--- src/include/pin_mux_map.svh ---
`ifndef PIN_MUX_MAP_SVH
`define PIN_MUX_MAP_SVH

// ==========================================================
// Port widths
`define P3_W 10
`define P4_W 3
`define P5_W 6
`define P6_W 16
`define P7_W 16
`define P8_W 2
`define IO_W 37
`define IN_W 53

// ==========================================================
// Base of each port in the merged pin vector
`define P3_B 0
`define P4_B 10
`define P5_B 13
`define P6_B 19
`define P8_B 35
`define P7_B 37

// ==========================================================
// Open-drain and alternate-mode masks
`define P3_OD_FIXED 10'h3c0
`define P4_OD_SEL 3'h6
`define P5_OD_SEL 6'h30
`define P6_OD_SEL 16'h0180
`define P3_ALT_MASK 10'h028
`define P6_ALT_MASK 16'h2000

// ==========================================================
// Peripheral bit positions within each port
`define P3_TX 0
`define P3_RX 1
`define P3_BAUD 2
`define P3_TMR 3
`define P3_TO_A 3
`define P3_TO_B 5
`define P3_SDA 8
`define P3_SCL 9
`define P4_SI 0
`define P4_SO 1
`define P4_SCK 2
`define P5_TI16 0
`define P5_TI8 1
`define P5_TO8 2
`define P5_SI 3
`define P5_SO 4
`define P5_SCK 5
`define P6_RTP 0
`define P6_SI 6
`define P6_SO 7
`define P6_SCK 8
`define P6_TI 9
`define P6_TO 13
`define P8_TX 0
`define P8_RX 1

// ==========================================================
// Reset values
`define OUT_RST 37'h0
`define OE_N_RST 37'h1f_ffff_ffff
`define IN_RST 53'h0

`endif

--- src/include/pin_mux_pkg.sv ---
`include "pin_mux_map.svh"

package pin_mux_pkg;
    typedef logic [`P3_W-1:0] p3_t;
    typedef logic [`P4_W-1:0] p4_t;
    typedef logic [`P5_W-1:0] p5_t;
    typedef logic [`P6_W-1:0] p6_t;
    typedef logic [`P7_W-1:0] p7_t;
    typedef logic [`P8_W-1:0] p8_t;
    typedef logic [`IO_W-1:0] io_t;
    typedef logic [`IN_W-1:0] in_t;
    typedef struct packed {
        logic val;
        logic drv;
    } pin_s;
endpackage : pin_mux_pkg

--- src/verilog/port3_to_port8_pin_mux.sv ---
`timescale 1ns/1ps
`include "pin_mux_map.svh"

module port3_to_port8_pin_mux #(
    parameter bit TWO_WIRE_PRESENT = 1'b1
) (
    input wire logic clk_i,
    input wire logic srst_i,
    input wire pin_mux_pkg::p3_t port3_direction_i,
    input wire pin_mux_pkg::p3_t port3_function_select_i,
    input wire pin_mux_pkg::p3_t port3_alt_mode_select_i,
    input wire pin_mux_pkg::p3_t port3_latch_i,
    input wire pin_mux_pkg::p3_t port3_pad_in_i,
    output logic [`P3_W-1:0] port3_pad_out_o,
    output logic [`P3_W-1:0] port3_pad_oe_n_o,
    output logic [`P3_W-1:0] port3_read_o,
    input wire pin_mux_pkg::p4_t port4_direction_i,
    input wire pin_mux_pkg::p4_t port4_function_select_i,
    input wire pin_mux_pkg::p4_t port4_open_drain_i,
    input wire pin_mux_pkg::p4_t port4_latch_i,
    input wire pin_mux_pkg::p4_t port4_pad_in_i,
    output logic [`P4_W-1:0] port4_pad_out_o,
    output logic [`P4_W-1:0] port4_pad_oe_n_o,
    output logic [`P4_W-1:0] port4_read_o,
    input wire pin_mux_pkg::p5_t port5_direction_i,
    input wire pin_mux_pkg::p5_t port5_function_select_i,
    input wire pin_mux_pkg::p5_t port5_alt_mode_select_i,
    input wire pin_mux_pkg::p5_t port5_open_drain_i,
    input wire pin_mux_pkg::p5_t port5_latch_i,
    input wire pin_mux_pkg::p5_t port5_pad_in_i,
    output logic [`P5_W-1:0] port5_pad_out_o,
    output logic [`P5_W-1:0] port5_pad_oe_n_o,
    output logic [`P5_W-1:0] port5_read_o,
    input wire pin_mux_pkg::p6_t port6_direction_i,
    input wire pin_mux_pkg::p6_t port6_function_select_i,
    input wire pin_mux_pkg::p6_t port6_alt_mode_select_i,
    input wire pin_mux_pkg::p6_t port6_open_drain_i,
    input wire pin_mux_pkg::p6_t port6_latch_i,
    input wire pin_mux_pkg::p6_t port6_pad_in_i,
    output logic [`P6_W-1:0] port6_pad_out_o,
    output logic [`P6_W-1:0] port6_pad_oe_n_o,
    output logic [`P6_W-1:0] port6_read_o,
    input wire pin_mux_pkg::p7_t port7_pad_in_i,
    output logic [`P7_W-1:0] port7_read_o,
    output logic [`P7_W-1:0] converter_analog_inputs_o,
    input wire pin_mux_pkg::p8_t port8_direction_i,
    input wire pin_mux_pkg::p8_t port8_function_select_i,
    input wire pin_mux_pkg::p8_t port8_alt_mode_select_i,
    input wire pin_mux_pkg::p8_t port8_latch_i,
    input wire pin_mux_pkg::p8_t port8_pad_in_i,
    output logic [`P8_W-1:0] port8_pad_out_o,
    output logic [`P8_W-1:0] port8_pad_oe_n_o,
    output logic [`P8_W-1:0] port8_read_o,
    input wire pin_mux_pkg::p5_t key_return_config_i,
    output logic [`P5_W-1:0] key_interrupt_inputs_o,
    input wire logic async_serial0_transmit_i,
    output logic async_serial0_receive_o,
    output logic async_serial0_baud_clock_in_o,
    output logic [2:0] timer16_in_a_o,
    input wire logic [1:0] timer16_out_a_i,
    input wire logic two_wire0_data_out_i,
    input wire logic two_wire0_data_oe_i,
    output logic two_wire0_data_in_o,
    input wire logic two_wire0_clock_out_i,
    input wire logic two_wire0_clock_oe_i,
    output logic two_wire0_clock_in_o,
    input wire logic clocked_serial00_out_i,
    output logic clocked_serial00_in_o,
    input wire logic clocked_serial00_clock_out_i,
    input wire logic clocked_serial00_clock_oe_i,
    output logic clocked_serial00_clock_in_o,
    output logic timer16_in_b_o,
    output logic timer8_in_o,
    input wire logic timer8_out_i,
    input wire logic clocked_serial_a0_out_i,
    output logic clocked_serial_a0_in_o,
    input wire logic clocked_serial_a0_clock_out_i,
    input wire logic clocked_serial_a0_clock_oe_i,
    output logic clocked_serial_a0_clock_in_o,
    input wire pin_mux_pkg::p5_t realtime_output_group0_i,
    input wire logic [5:0] realtime_output_group1_i,
    input wire logic clocked_serial02_out_i,
    output logic clocked_serial02_in_o,
    input wire logic clocked_serial02_clock_out_i,
    input wire logic clocked_serial02_clock_oe_i,
    output logic clocked_serial02_clock_in_o,
    output logic [3:0] timer16_in_c_o,
    input wire logic [1:0] timer16_out_c_i,
    input wire logic async_serial2_transmit_i,
    output logic async_serial2_receive_o,
    input wire logic two_wire1_data_out_i,
    input wire logic two_wire1_data_oe_i,
    output logic two_wire1_data_in_o,
    input wire logic two_wire1_clock_out_i,
    input wire logic two_wire1_clock_oe_i,
    output logic two_wire1_clock_in_o
);
    import pin_mux_pkg::*;

    // ==========================================================
    // Pin drive resolution
    function automatic pin_s resolve(input logic pm, input logic alt, input logic dir,
                                     input logic lat, input logic o1, input logic e1,
                                     input logic o2, input logic e2, input logic od);
        pin_s r;
        r.val = pm ? (alt ? o2 : o1) : lat;
        r.drv = pm ? (alt ? e2 : e1) : ~dir;
        if (od && r.val)
        begin
            r.drv = 1'b0;
        end
        return r;
    endfunction : resolve

    io_t fsel_all;
    io_t alt_all;
    io_t dir_all;
    io_t lat_all;
    io_t od_all;
    io_t c1o;
    io_t c1e;
    io_t c2o;
    io_t c2e;
    io_t out_d;
    io_t out_q;
    io_t oe_n_d;
    io_t oe_n_q;
    in_t pad_all;
    in_t s1_q;
    in_t s2_q;
    in_t s3_q;
    in_t stab_d;
    in_t stab_q;
    p5_t key_d;
    p5_t key_q;
    pin_s res;
    logic tw;

    assign tw = TWO_WIRE_PRESENT;

    // ==========================================================
    // Merged configuration vectors
    assign fsel_all = {port8_function_select_i, port6_function_select_i,
                       port5_function_select_i, port4_function_select_i,
                       port3_function_select_i};
    assign alt_all = {port8_alt_mode_select_i, port6_alt_mode_select_i & `P6_ALT_MASK,
                      port5_alt_mode_select_i, {`P4_W{1'b0}},
                      port3_alt_mode_select_i & `P3_ALT_MASK};
    assign dir_all = {port8_direction_i, port6_direction_i, port5_direction_i,
                      port4_direction_i, port3_direction_i};
    assign lat_all = {port8_latch_i, port6_latch_i, port5_latch_i,
                      port4_latch_i, port3_latch_i};
    assign od_all = {{`P8_W{1'b0}}, port6_open_drain_i & `P6_OD_SEL,
                     port5_open_drain_i & `P5_OD_SEL, port4_open_drain_i & `P4_OD_SEL,
                     `P3_OD_FIXED};
    assign pad_all = {port7_pad_in_i, port8_pad_in_i, port6_pad_in_i,
                      port5_pad_in_i, port4_pad_in_i, port3_pad_in_i};

    // ==========================================================
    // Peripheral output routing
    always_comb
    begin
        c1o = '0;
        c1e = '0;
        c2o = '0;
        c2e = '0;
        c1o[`P3_B+`P3_TX] = async_serial0_transmit_i;
        c1e[`P3_B+`P3_TX] = 1'b1;
        c2o[`P3_B+`P3_TO_A] = timer16_out_a_i[0];
        c2e[`P3_B+`P3_TO_A] = 1'b1;
        c2o[`P3_B+`P3_TO_B] = timer16_out_a_i[1];
        c2e[`P3_B+`P3_TO_B] = 1'b1;
        c1o[`P3_B+`P3_SDA] = two_wire0_data_out_i;
        c1e[`P3_B+`P3_SDA] = two_wire0_data_oe_i & tw;
        c1o[`P3_B+`P3_SCL] = two_wire0_clock_out_i;
        c1e[`P3_B+`P3_SCL] = two_wire0_clock_oe_i & tw;
        c1o[`P4_B+`P4_SO] = clocked_serial00_out_i;
        c1e[`P4_B+`P4_SO] = 1'b1;
        c1o[`P4_B+`P4_SCK] = clocked_serial00_clock_out_i;
        c1e[`P4_B+`P4_SCK] = clocked_serial00_clock_oe_i;
        c1o[`P5_B+`P5_TO8] = timer8_out_i;
        c1e[`P5_B+`P5_TO8] = 1'b1;
        c1o[`P5_B+`P5_SO] = clocked_serial_a0_out_i;
        c1e[`P5_B+`P5_SO] = 1'b1;
        c1o[`P5_B+`P5_SCK] = clocked_serial_a0_clock_out_i;
        c1e[`P5_B+`P5_SCK] = clocked_serial_a0_clock_oe_i;
        c2o[`P5_B +: `P5_W] = realtime_output_group0_i;
        c2e[`P5_B +: `P5_W] = {`P5_W{1'b1}};
        c1o[`P6_B+`P6_RTP +: 6] = realtime_output_group1_i;
        c1e[`P6_B+`P6_RTP +: 6] = 6'h3f;
        c1o[`P6_B+`P6_SO] = clocked_serial02_out_i;
        c1e[`P6_B+`P6_SO] = 1'b1;
        c1o[`P6_B+`P6_SCK] = clocked_serial02_clock_out_i;
        c1e[`P6_B+`P6_SCK] = clocked_serial02_clock_oe_i;
        c1o[`P6_B+`P6_TO] = timer16_out_c_i[0];
        c1e[`P6_B+`P6_TO] = 1'b1;
        c2o[`P6_B+`P6_TO] = timer16_out_c_i[1];
        c2e[`P6_B+`P6_TO] = 1'b1;
        c1o[`P8_B+`P8_TX] = async_serial2_transmit_i;
        c1e[`P8_B+`P8_TX] = 1'b1;
        c2o[`P8_B+`P8_TX] = two_wire1_data_out_i;
        c2e[`P8_B+`P8_TX] = two_wire1_data_oe_i & tw;
        c2o[`P8_B+`P8_RX] = two_wire1_clock_out_i;
        c2e[`P8_B+`P8_RX] = two_wire1_clock_oe_i & tw;
    end

    // ==========================================================
    // Pin output next state
    always_comb
    begin
        out_d = out_q;
        oe_n_d = oe_n_q;
        res = '0;
        for (int i = 0; i < `IO_W; i++)
        begin
            res = resolve(fsel_all[i], alt_all[i], dir_all[i], lat_all[i],
                          c1o[i], c1e[i], c2o[i], c2e[i], od_all[i]);
            out_d[i] = res.val;
            oe_n_d[i] = ~res.drv;
        end
    end

    always_ff @(posedge clk_i)
    begin
        if (srst_i)
        begin
            out_q <= `OUT_RST;
            oe_n_q <= `OE_N_RST;
        end
        else
        begin
            out_q <= out_d;
            oe_n_q <= oe_n_d;
        end
    end

    // ==========================================================
    // Pin input synchroniser and key return
    always_comb
    begin
        stab_d = stab_q;
        for (int i = 0; i < `IN_W; i++)
        begin
            if (s2_q[i] == s3_q[i])
            begin
                stab_d[i] = s3_q[i];
            end
        end
        key_d = stab_q[`P5_B +: `P5_W] & key_return_config_i & port5_direction_i
                & ~port5_function_select_i;
    end

    always_ff @(posedge clk_i)
    begin
        if (srst_i)
        begin
            s1_q <= `IN_RST;
            s2_q <= `IN_RST;
            s3_q <= `IN_RST;
            stab_q <= `IN_RST;
            key_q <= '0;
        end
        else
        begin
            s1_q <= pad_all;
            s2_q <= s1_q;
            s3_q <= s2_q;
            stab_q <= stab_d;
            key_q <= key_d;
        end
    end

    // ==========================================================
    // Outputs
    assign port3_pad_out_o = out_q[`P3_B +: `P3_W];
    assign port3_pad_oe_n_o = oe_n_q[`P3_B +: `P3_W];
    assign port3_read_o = stab_q[`P3_B +: `P3_W];
    assign port4_pad_out_o = out_q[`P4_B +: `P4_W];
    assign port4_pad_oe_n_o = oe_n_q[`P4_B +: `P4_W];
    assign port4_read_o = stab_q[`P4_B +: `P4_W];
    assign port5_pad_out_o = out_q[`P5_B +: `P5_W];
    assign port5_pad_oe_n_o = oe_n_q[`P5_B +: `P5_W];
    assign port5_read_o = stab_q[`P5_B +: `P5_W];
    assign port6_pad_out_o = out_q[`P6_B +: `P6_W];
    assign port6_pad_oe_n_o = oe_n_q[`P6_B +: `P6_W];
    assign port6_read_o = stab_q[`P6_B +: `P6_W];
    assign port7_read_o = stab_q[`P7_B +: `P7_W];
    assign converter_analog_inputs_o = stab_q[`P7_B +: `P7_W];
    assign port8_pad_out_o = out_q[`P8_B +: `P8_W];
    assign port8_pad_oe_n_o = oe_n_q[`P8_B +: `P8_W];
    assign port8_read_o = stab_q[`P8_B +: `P8_W];
    assign key_interrupt_inputs_o = key_q;

    assign async_serial0_receive_o = stab_q[`P3_B+`P3_RX];
    assign async_serial0_baud_clock_in_o = stab_q[`P3_B+`P3_BAUD];
    assign timer16_in_a_o = stab_q[`P3_B+`P3_TMR +: 3];
    assign two_wire0_data_in_o = tw ? stab_q[`P3_B+`P3_SDA] : 1'b1;
    assign two_wire0_clock_in_o = tw ? stab_q[`P3_B+`P3_SCL] : 1'b1;
    assign clocked_serial00_in_o = stab_q[`P4_B+`P4_SI];
    assign clocked_serial00_clock_in_o = stab_q[`P4_B+`P4_SCK];
    assign timer16_in_b_o = stab_q[`P5_B+`P5_TI16];
    assign timer8_in_o = stab_q[`P5_B+`P5_TI8];
    assign clocked_serial_a0_in_o = stab_q[`P5_B+`P5_SI];
    assign clocked_serial_a0_clock_in_o = stab_q[`P5_B+`P5_SCK];
    assign clocked_serial02_in_o = stab_q[`P6_B+`P6_SI];
    assign clocked_serial02_clock_in_o = stab_q[`P6_B+`P6_SCK];
    assign timer16_in_c_o = stab_q[`P6_B+`P6_TI +: 4];
    assign async_serial2_receive_o = stab_q[`P8_B+`P8_RX];
    assign two_wire1_data_in_o = tw ? stab_q[`P8_B+`P8_TX] : 1'b1;
    assign two_wire1_clock_in_o = tw ? stab_q[`P8_B+`P8_RX] : 1'b1;

endmodule : port3_to_port8_pin_mux
--- config.mk ---
export PLATFORM = sky130hd
export DESIGN_NAME = port3_to_port8_pin_mux
export DESIGN_NICKNAME = d
export VERILOG_FILES = /design/src/include/pin_mux_pkg.sv /design/src/verilog/port3_to_port8_pin_mux.sv
export VERILOG_INCLUDE_DIRS = /design/src /design/src/include
export SDC_FILE = /design/constraint.sdc
export NUM_CORES = 1
export LEC_CHECK = 0
export BUFFER_PORTS_ARGS = -buffer_cell sky130_fd_sc_hd__buf_2
export CORE_AREA = 4 4 169 171
export DETAILED_ROUTE_END_ITERATION = 12
export DIE_AREA = 0 0 173 175
export HOLD_SLACK_MARGIN = 0.03
export PLACE_DENSITY_LB_ADDON = 0.2
export SLEW_MARGIN = 25
export SYNTH_ARGS = -nofsm -noshare
export SYNTH_HDL_FRONTEND = slang
export SYNTH_SLANG_ARGS = --single-unit
--- constraint.sdc ---
create_clock -name clk_i -period 1.1 [get_ports clk_i]
set_input_delay 0.165 -clock clk_i [delete_from_list [all_inputs] [get_ports clk_i]]
set_output_delay 0.165 -clock clk_i [all_outputs]
set_load 0.05 [all_outputs]
==> After elaboration in Yosys (flattened, before gate mapping) <==
Index checks and enable logic that the tools add are counted.
Widths: inputs -> output; s select.
{ "totals": {"regBits": 292} }
{ "classes": {"bitwise_logic": 78, "muxes": 92, "eq_ne": 53, "n_reduce_logical": 17} }
{ "ops": {"columns": ["op", "n"], "rows": [
  ["$mux 1", 92],
  ["$not 1->1", 74],
  ["$eq 1x1->1", 53],
  ["$reduce_or 2->1", 11],
  ["$and 6x6->6", 3],
  ["$logic_and 1x1->1", 6],
  ["$not 6->6", 1]
]} }

==> Depth between registers and ports, before layout <==
{ "logic_depth": {"depth_word": 5, "mapped_depth": 5, "depth_no_buf": 3} }

==> Worst setup path before layout <==
No wires, ideal clock.
{ "synth_path": {"path_kind": "register -> output", "from": "register stab_q[36]", "to": "output port8_read_o[1]", "path_stages_with_launch": 2, "path_slack_ps": -12, "arrival_time_ps": 947, "n_path_buf": 1, "path_cell_list": "dfxtp_1 > buf_4"} }
{ "synth_lines": {"columns": ["element", "line_no", "rtl"], "rows": [
  ["from (decl)", "port3_to_port8_pin_mux.sv:133", "in_t stab_q;"],
  ["from (signal assigned)", "port3_to_port8_pin_mux.sv:260", "stab_q <= `IN_RST;"],
  ["from (signal assigned)", "port3_to_port8_pin_mux.sv:268", "stab_q <= stab_d;"],
  ["to (decl)", "port3_to_port8_pin_mux.sv:53", "output logic [`P8_W-1:0] port8_read_o,"]
]} }
No word-level cell between the ends.

==> Worst setup path in the final report <==
{ "layout_path": {"from": "register stab_q[36]", "to": "output async_serial2_receive_o"} }
{ "layout_lines": {"columns": ["element", "line_no", "rtl"], "rows": [
  ["to (decl)", "port3_to_port8_pin_mux.sv:90", "output logic async_serial2_receive_o,"]
]} }
No word-level cell between the ends.

==> flow_summary.json <==
{
  "wire_per_inst_um": 17.19,
  "worstPathCellList": "buf_6",
  "cts_made_buffers": 30,
  "cap_violations": 0,
  "cp-end-kind": "primary output",
  "pwr-share-seq": 0.452,
  "pwr-share-clk": 0.426,
  "antenna_found_initial": 4,
  "crit_required_ns": 0.94,
  "multi_input_area_um2": 2695,
  "dpl_cell_area_um2": 11230,
  "root_buffer": "clkbuf_16",
  "cts_sinks": 292,
  "power.density_nw_per_um2": 1467,
  "rsz0062_at_grt": "yes",
  "fillers": 1897,
  "fin_area_um2": 16750,
  "seq_area_frac_synth": 0.6504,
  "ant_nets": 0,
  "fin_ws_ns": -0.1685,
  "power.internal_mw": 18.81,
  "drtIter0Drc": 453,
  "crit_fanout": 5,
  "cts_tree": "done",
  "hold_class": "input port to register",
  "path_clk_slew_ns": 0.06,
  "avgSynthCellArea_um2": 10.65,
  "hold_slack_ns": -0.03933,
  "finalWirelength_um": 31780,
  "ios": 438,
  "floorplan.rows": 60,
  "cp.arrival_ns": 1.10,
  "combPwrFrac": 0.122,
  "regArea_um2": 6112,
  "mostFrequentLayoutCells": "dlygate4sd3_1, buf_2, buf_8, nor2b_1, dfxtp_1",
  "die_y_um": 175,
  "synth.distinct_cells": 28,
  "fin_total_pwr_mw": 24.56,
  "synth-seq-cells": 292,
  "gp_congestion": 0.8365,
  "switching_share": 0.2343,
  "critPathLaunchType": "register",
  "p_leak_nw": 7.167,
  "fin_worst_skew_ns": 0.008061,
  "dr.pass1.iters": 4,
  "syn_area_um2": 8987,
  "htreeDepth": 1,
  "worst_pin_slew_ns": 0.3435,
  "grt_pass1_vias": 8851,
  "slew_headroom": 0.7686,
  "netSwitchingPower_mw": 5.753,
  "final_common_cell": "dlygate4sd3_1",
  "area_delta_synth_final_pct": 86.33,
  "setup_viol": 172,
  "finalSetupTns_ns": -18.14,
  "drv_slew": 0,
  "layout.nets": 1745,
  "outcome": "complete, but fails checks",
  "vdd_ir_drop_max_mv": 1.253,
  "core_um2": 26880,
  "hpwl_um": 17220,
  "gr-usage-all-layers": 0.1978,
  "syn-num-nets": 1111,
  "netlist_instances": 844,
  "worst-path-buf-inv": 1,
  "io_buffers": 395,
  "max_stage_delay_ns": 0.39,
  "grt_pass1_wl_um": 48910,
  "grt_max_degree": 37,
  "clk_path_buf_depth": 3,
  "slowest_stage": "dfxtp_4",
  "drive_above_1_share": 0.4294,
  "grt_overflow": 0,
  "fmax_mhz": 788.3,
  "crit_family": "flip-flops",
  "yosys_warnings": 0,
  "initial_core_util": 0.3344,
  "via_per_inst": 4.547,
  "clk_latency_ns": 0.54,
  "drcViolationCount": 0,
  "die_w_um": 173,
  "min_period_ns": 1.269,
  "dr_total_vias": 8402,
  "worst-setup-path-type": "register to primary output",
  "violations": "negative hold slack, negative setup slack",
  "finalCritPeriodShare": 1.153,
  "die-area_um2": 30280,
  "hold_violations": 1
}
[cell usage after synthesis, drive strengths merged]
master | count | area [um^2]
a211o | 1 | 8.760
a211oi | 4 | 30.03
a21oi | 63 | 315.3
a31oi | 2 | 12.51
and2 | 1 | 6.260
and3b | 2 | 17.52
buf | 64 | 427.9
clkbuf | 6 | 22.52
dfxtp | 292 | 5846
inv | 12 | 45.04
mux2 | 1 | 11.26
mux2i | 18 | 180.2
nand2 | 70 | 262.8
nand2b | 7 | 43.79
nand3 | 7 | 35.03
nand4b | 5 | 43.79
nor2 | 24 | 90.09
nor2b | 159 | 994.7
nor3 | 3 | 15.01
nor3b | 13 | 97.59
o211ai | 2 | 15.01
o21ai | 73 | 365.4
o221ai | 2 | 17.52
or3 | 11 | 68.82
or4 | 2 | 15.01
[metal layers]
layer,track usage,vias up,share of wire
li1,-,4011,-
met1,0.2071,3856,0.36
met2,0.3523,399,0.50
met3,0.06166,136,0.080
met4,0.1121,0,0.063
met5,0,-,0
[cell families (layout without fill, tap and decap cells)]
| family | after synthesis | count (layout) | synth area share |
|---|---|---|---|
| compound gates | 147 | 147 | 0.08506 |
| buf+inv | 82 | 740 | 0.05513 |
| flops | 292 | 292 | 0.6504 |
| mux | 19 | 19 | 0.02130 |
| other cells | 0 | 5 | 0 |
| simple gates | 304 | 304 | 0.1881 |
[final timing paths]
| kind | startpoint | slack (ns) | to | cells after the start |
|---|---|---|---|---|
| max | stab_q[36] | -0.17 | async_serial2_receive_o | 1 |
| min | port6_latch_i[8] | -0.04 | oe_n_q[27] | 3 |
| max reg2reg | stab_q[8] | 0.23 | stab_q[8] | 3 |
| min reg2reg | s1_q[28] | 0.44 | s2_q[28] | 1 |
[layout make-up]
type / count / area share
antenna: 5 / 0.0007472
clock buffer: 42 / 0.05297
clock inverter: 14 / 0.009265
inverter: 12 / 0.002690
multi-input combinational: 470 / 0.1609
sequential: 292 / 0.3650
tap: 341 / 0.02548
timing repair buffer: 672 / 0.3829
[state kept, by name (all words and copies together) (netlist names)]
signal	cells
oe_n_q	37
s1_q	53
out_q	37
key_interrupt_inputs_o	6
s2_q	53
s3_q	53
stab_q	53
[stage by stage]
| stage | setup WS, ns | util | cells | hold slack (ns) |
|---|---|---|---|---|
| 2_1_floorplan | 0.007877 | - | 844 | 0.2411 |
| 3_3_place_gp | 0.03077 | 0.4179 | 1535 | 0.3412 |
| 3_5_place_dp | 0.01323 | 0.4179 | 1535 | 0.3442 |
| 4_1_cts | -0.2044 | 0.6200 | 1845 | 0.03626 |
| 5_1_grt | -0.2208 | 0.6231 | 1848 | 0.03767 |
| 6_report | -0.1685 | 0.6231 | 1848 | -0.03933 |
[power groups by stage]
stage                     combinational, mW  sequential (mW)  clock, mW
after floorplan                       0.515             11.9          0
after global placement                 1.86             11.3          0
after detailed placement               1.88             11.3          0
after CTS                              2.83             11.1       10.7
after global routing                   3.14             11.1       11.2
final                                  2.99             11.1       10.5
[what timing repair did]
item / in CTS / in global routing
pin swaps: 0 / 3
buffers inserted: 26 / 1
endpoints found under the hold margin: 133 / 17
setup endpoints to repair: 171 / 196
resized for setup: 664 / 29
hold buffers: 228 / 20
cloned: 0 / 0
Power figures use the tool's default switching activity.
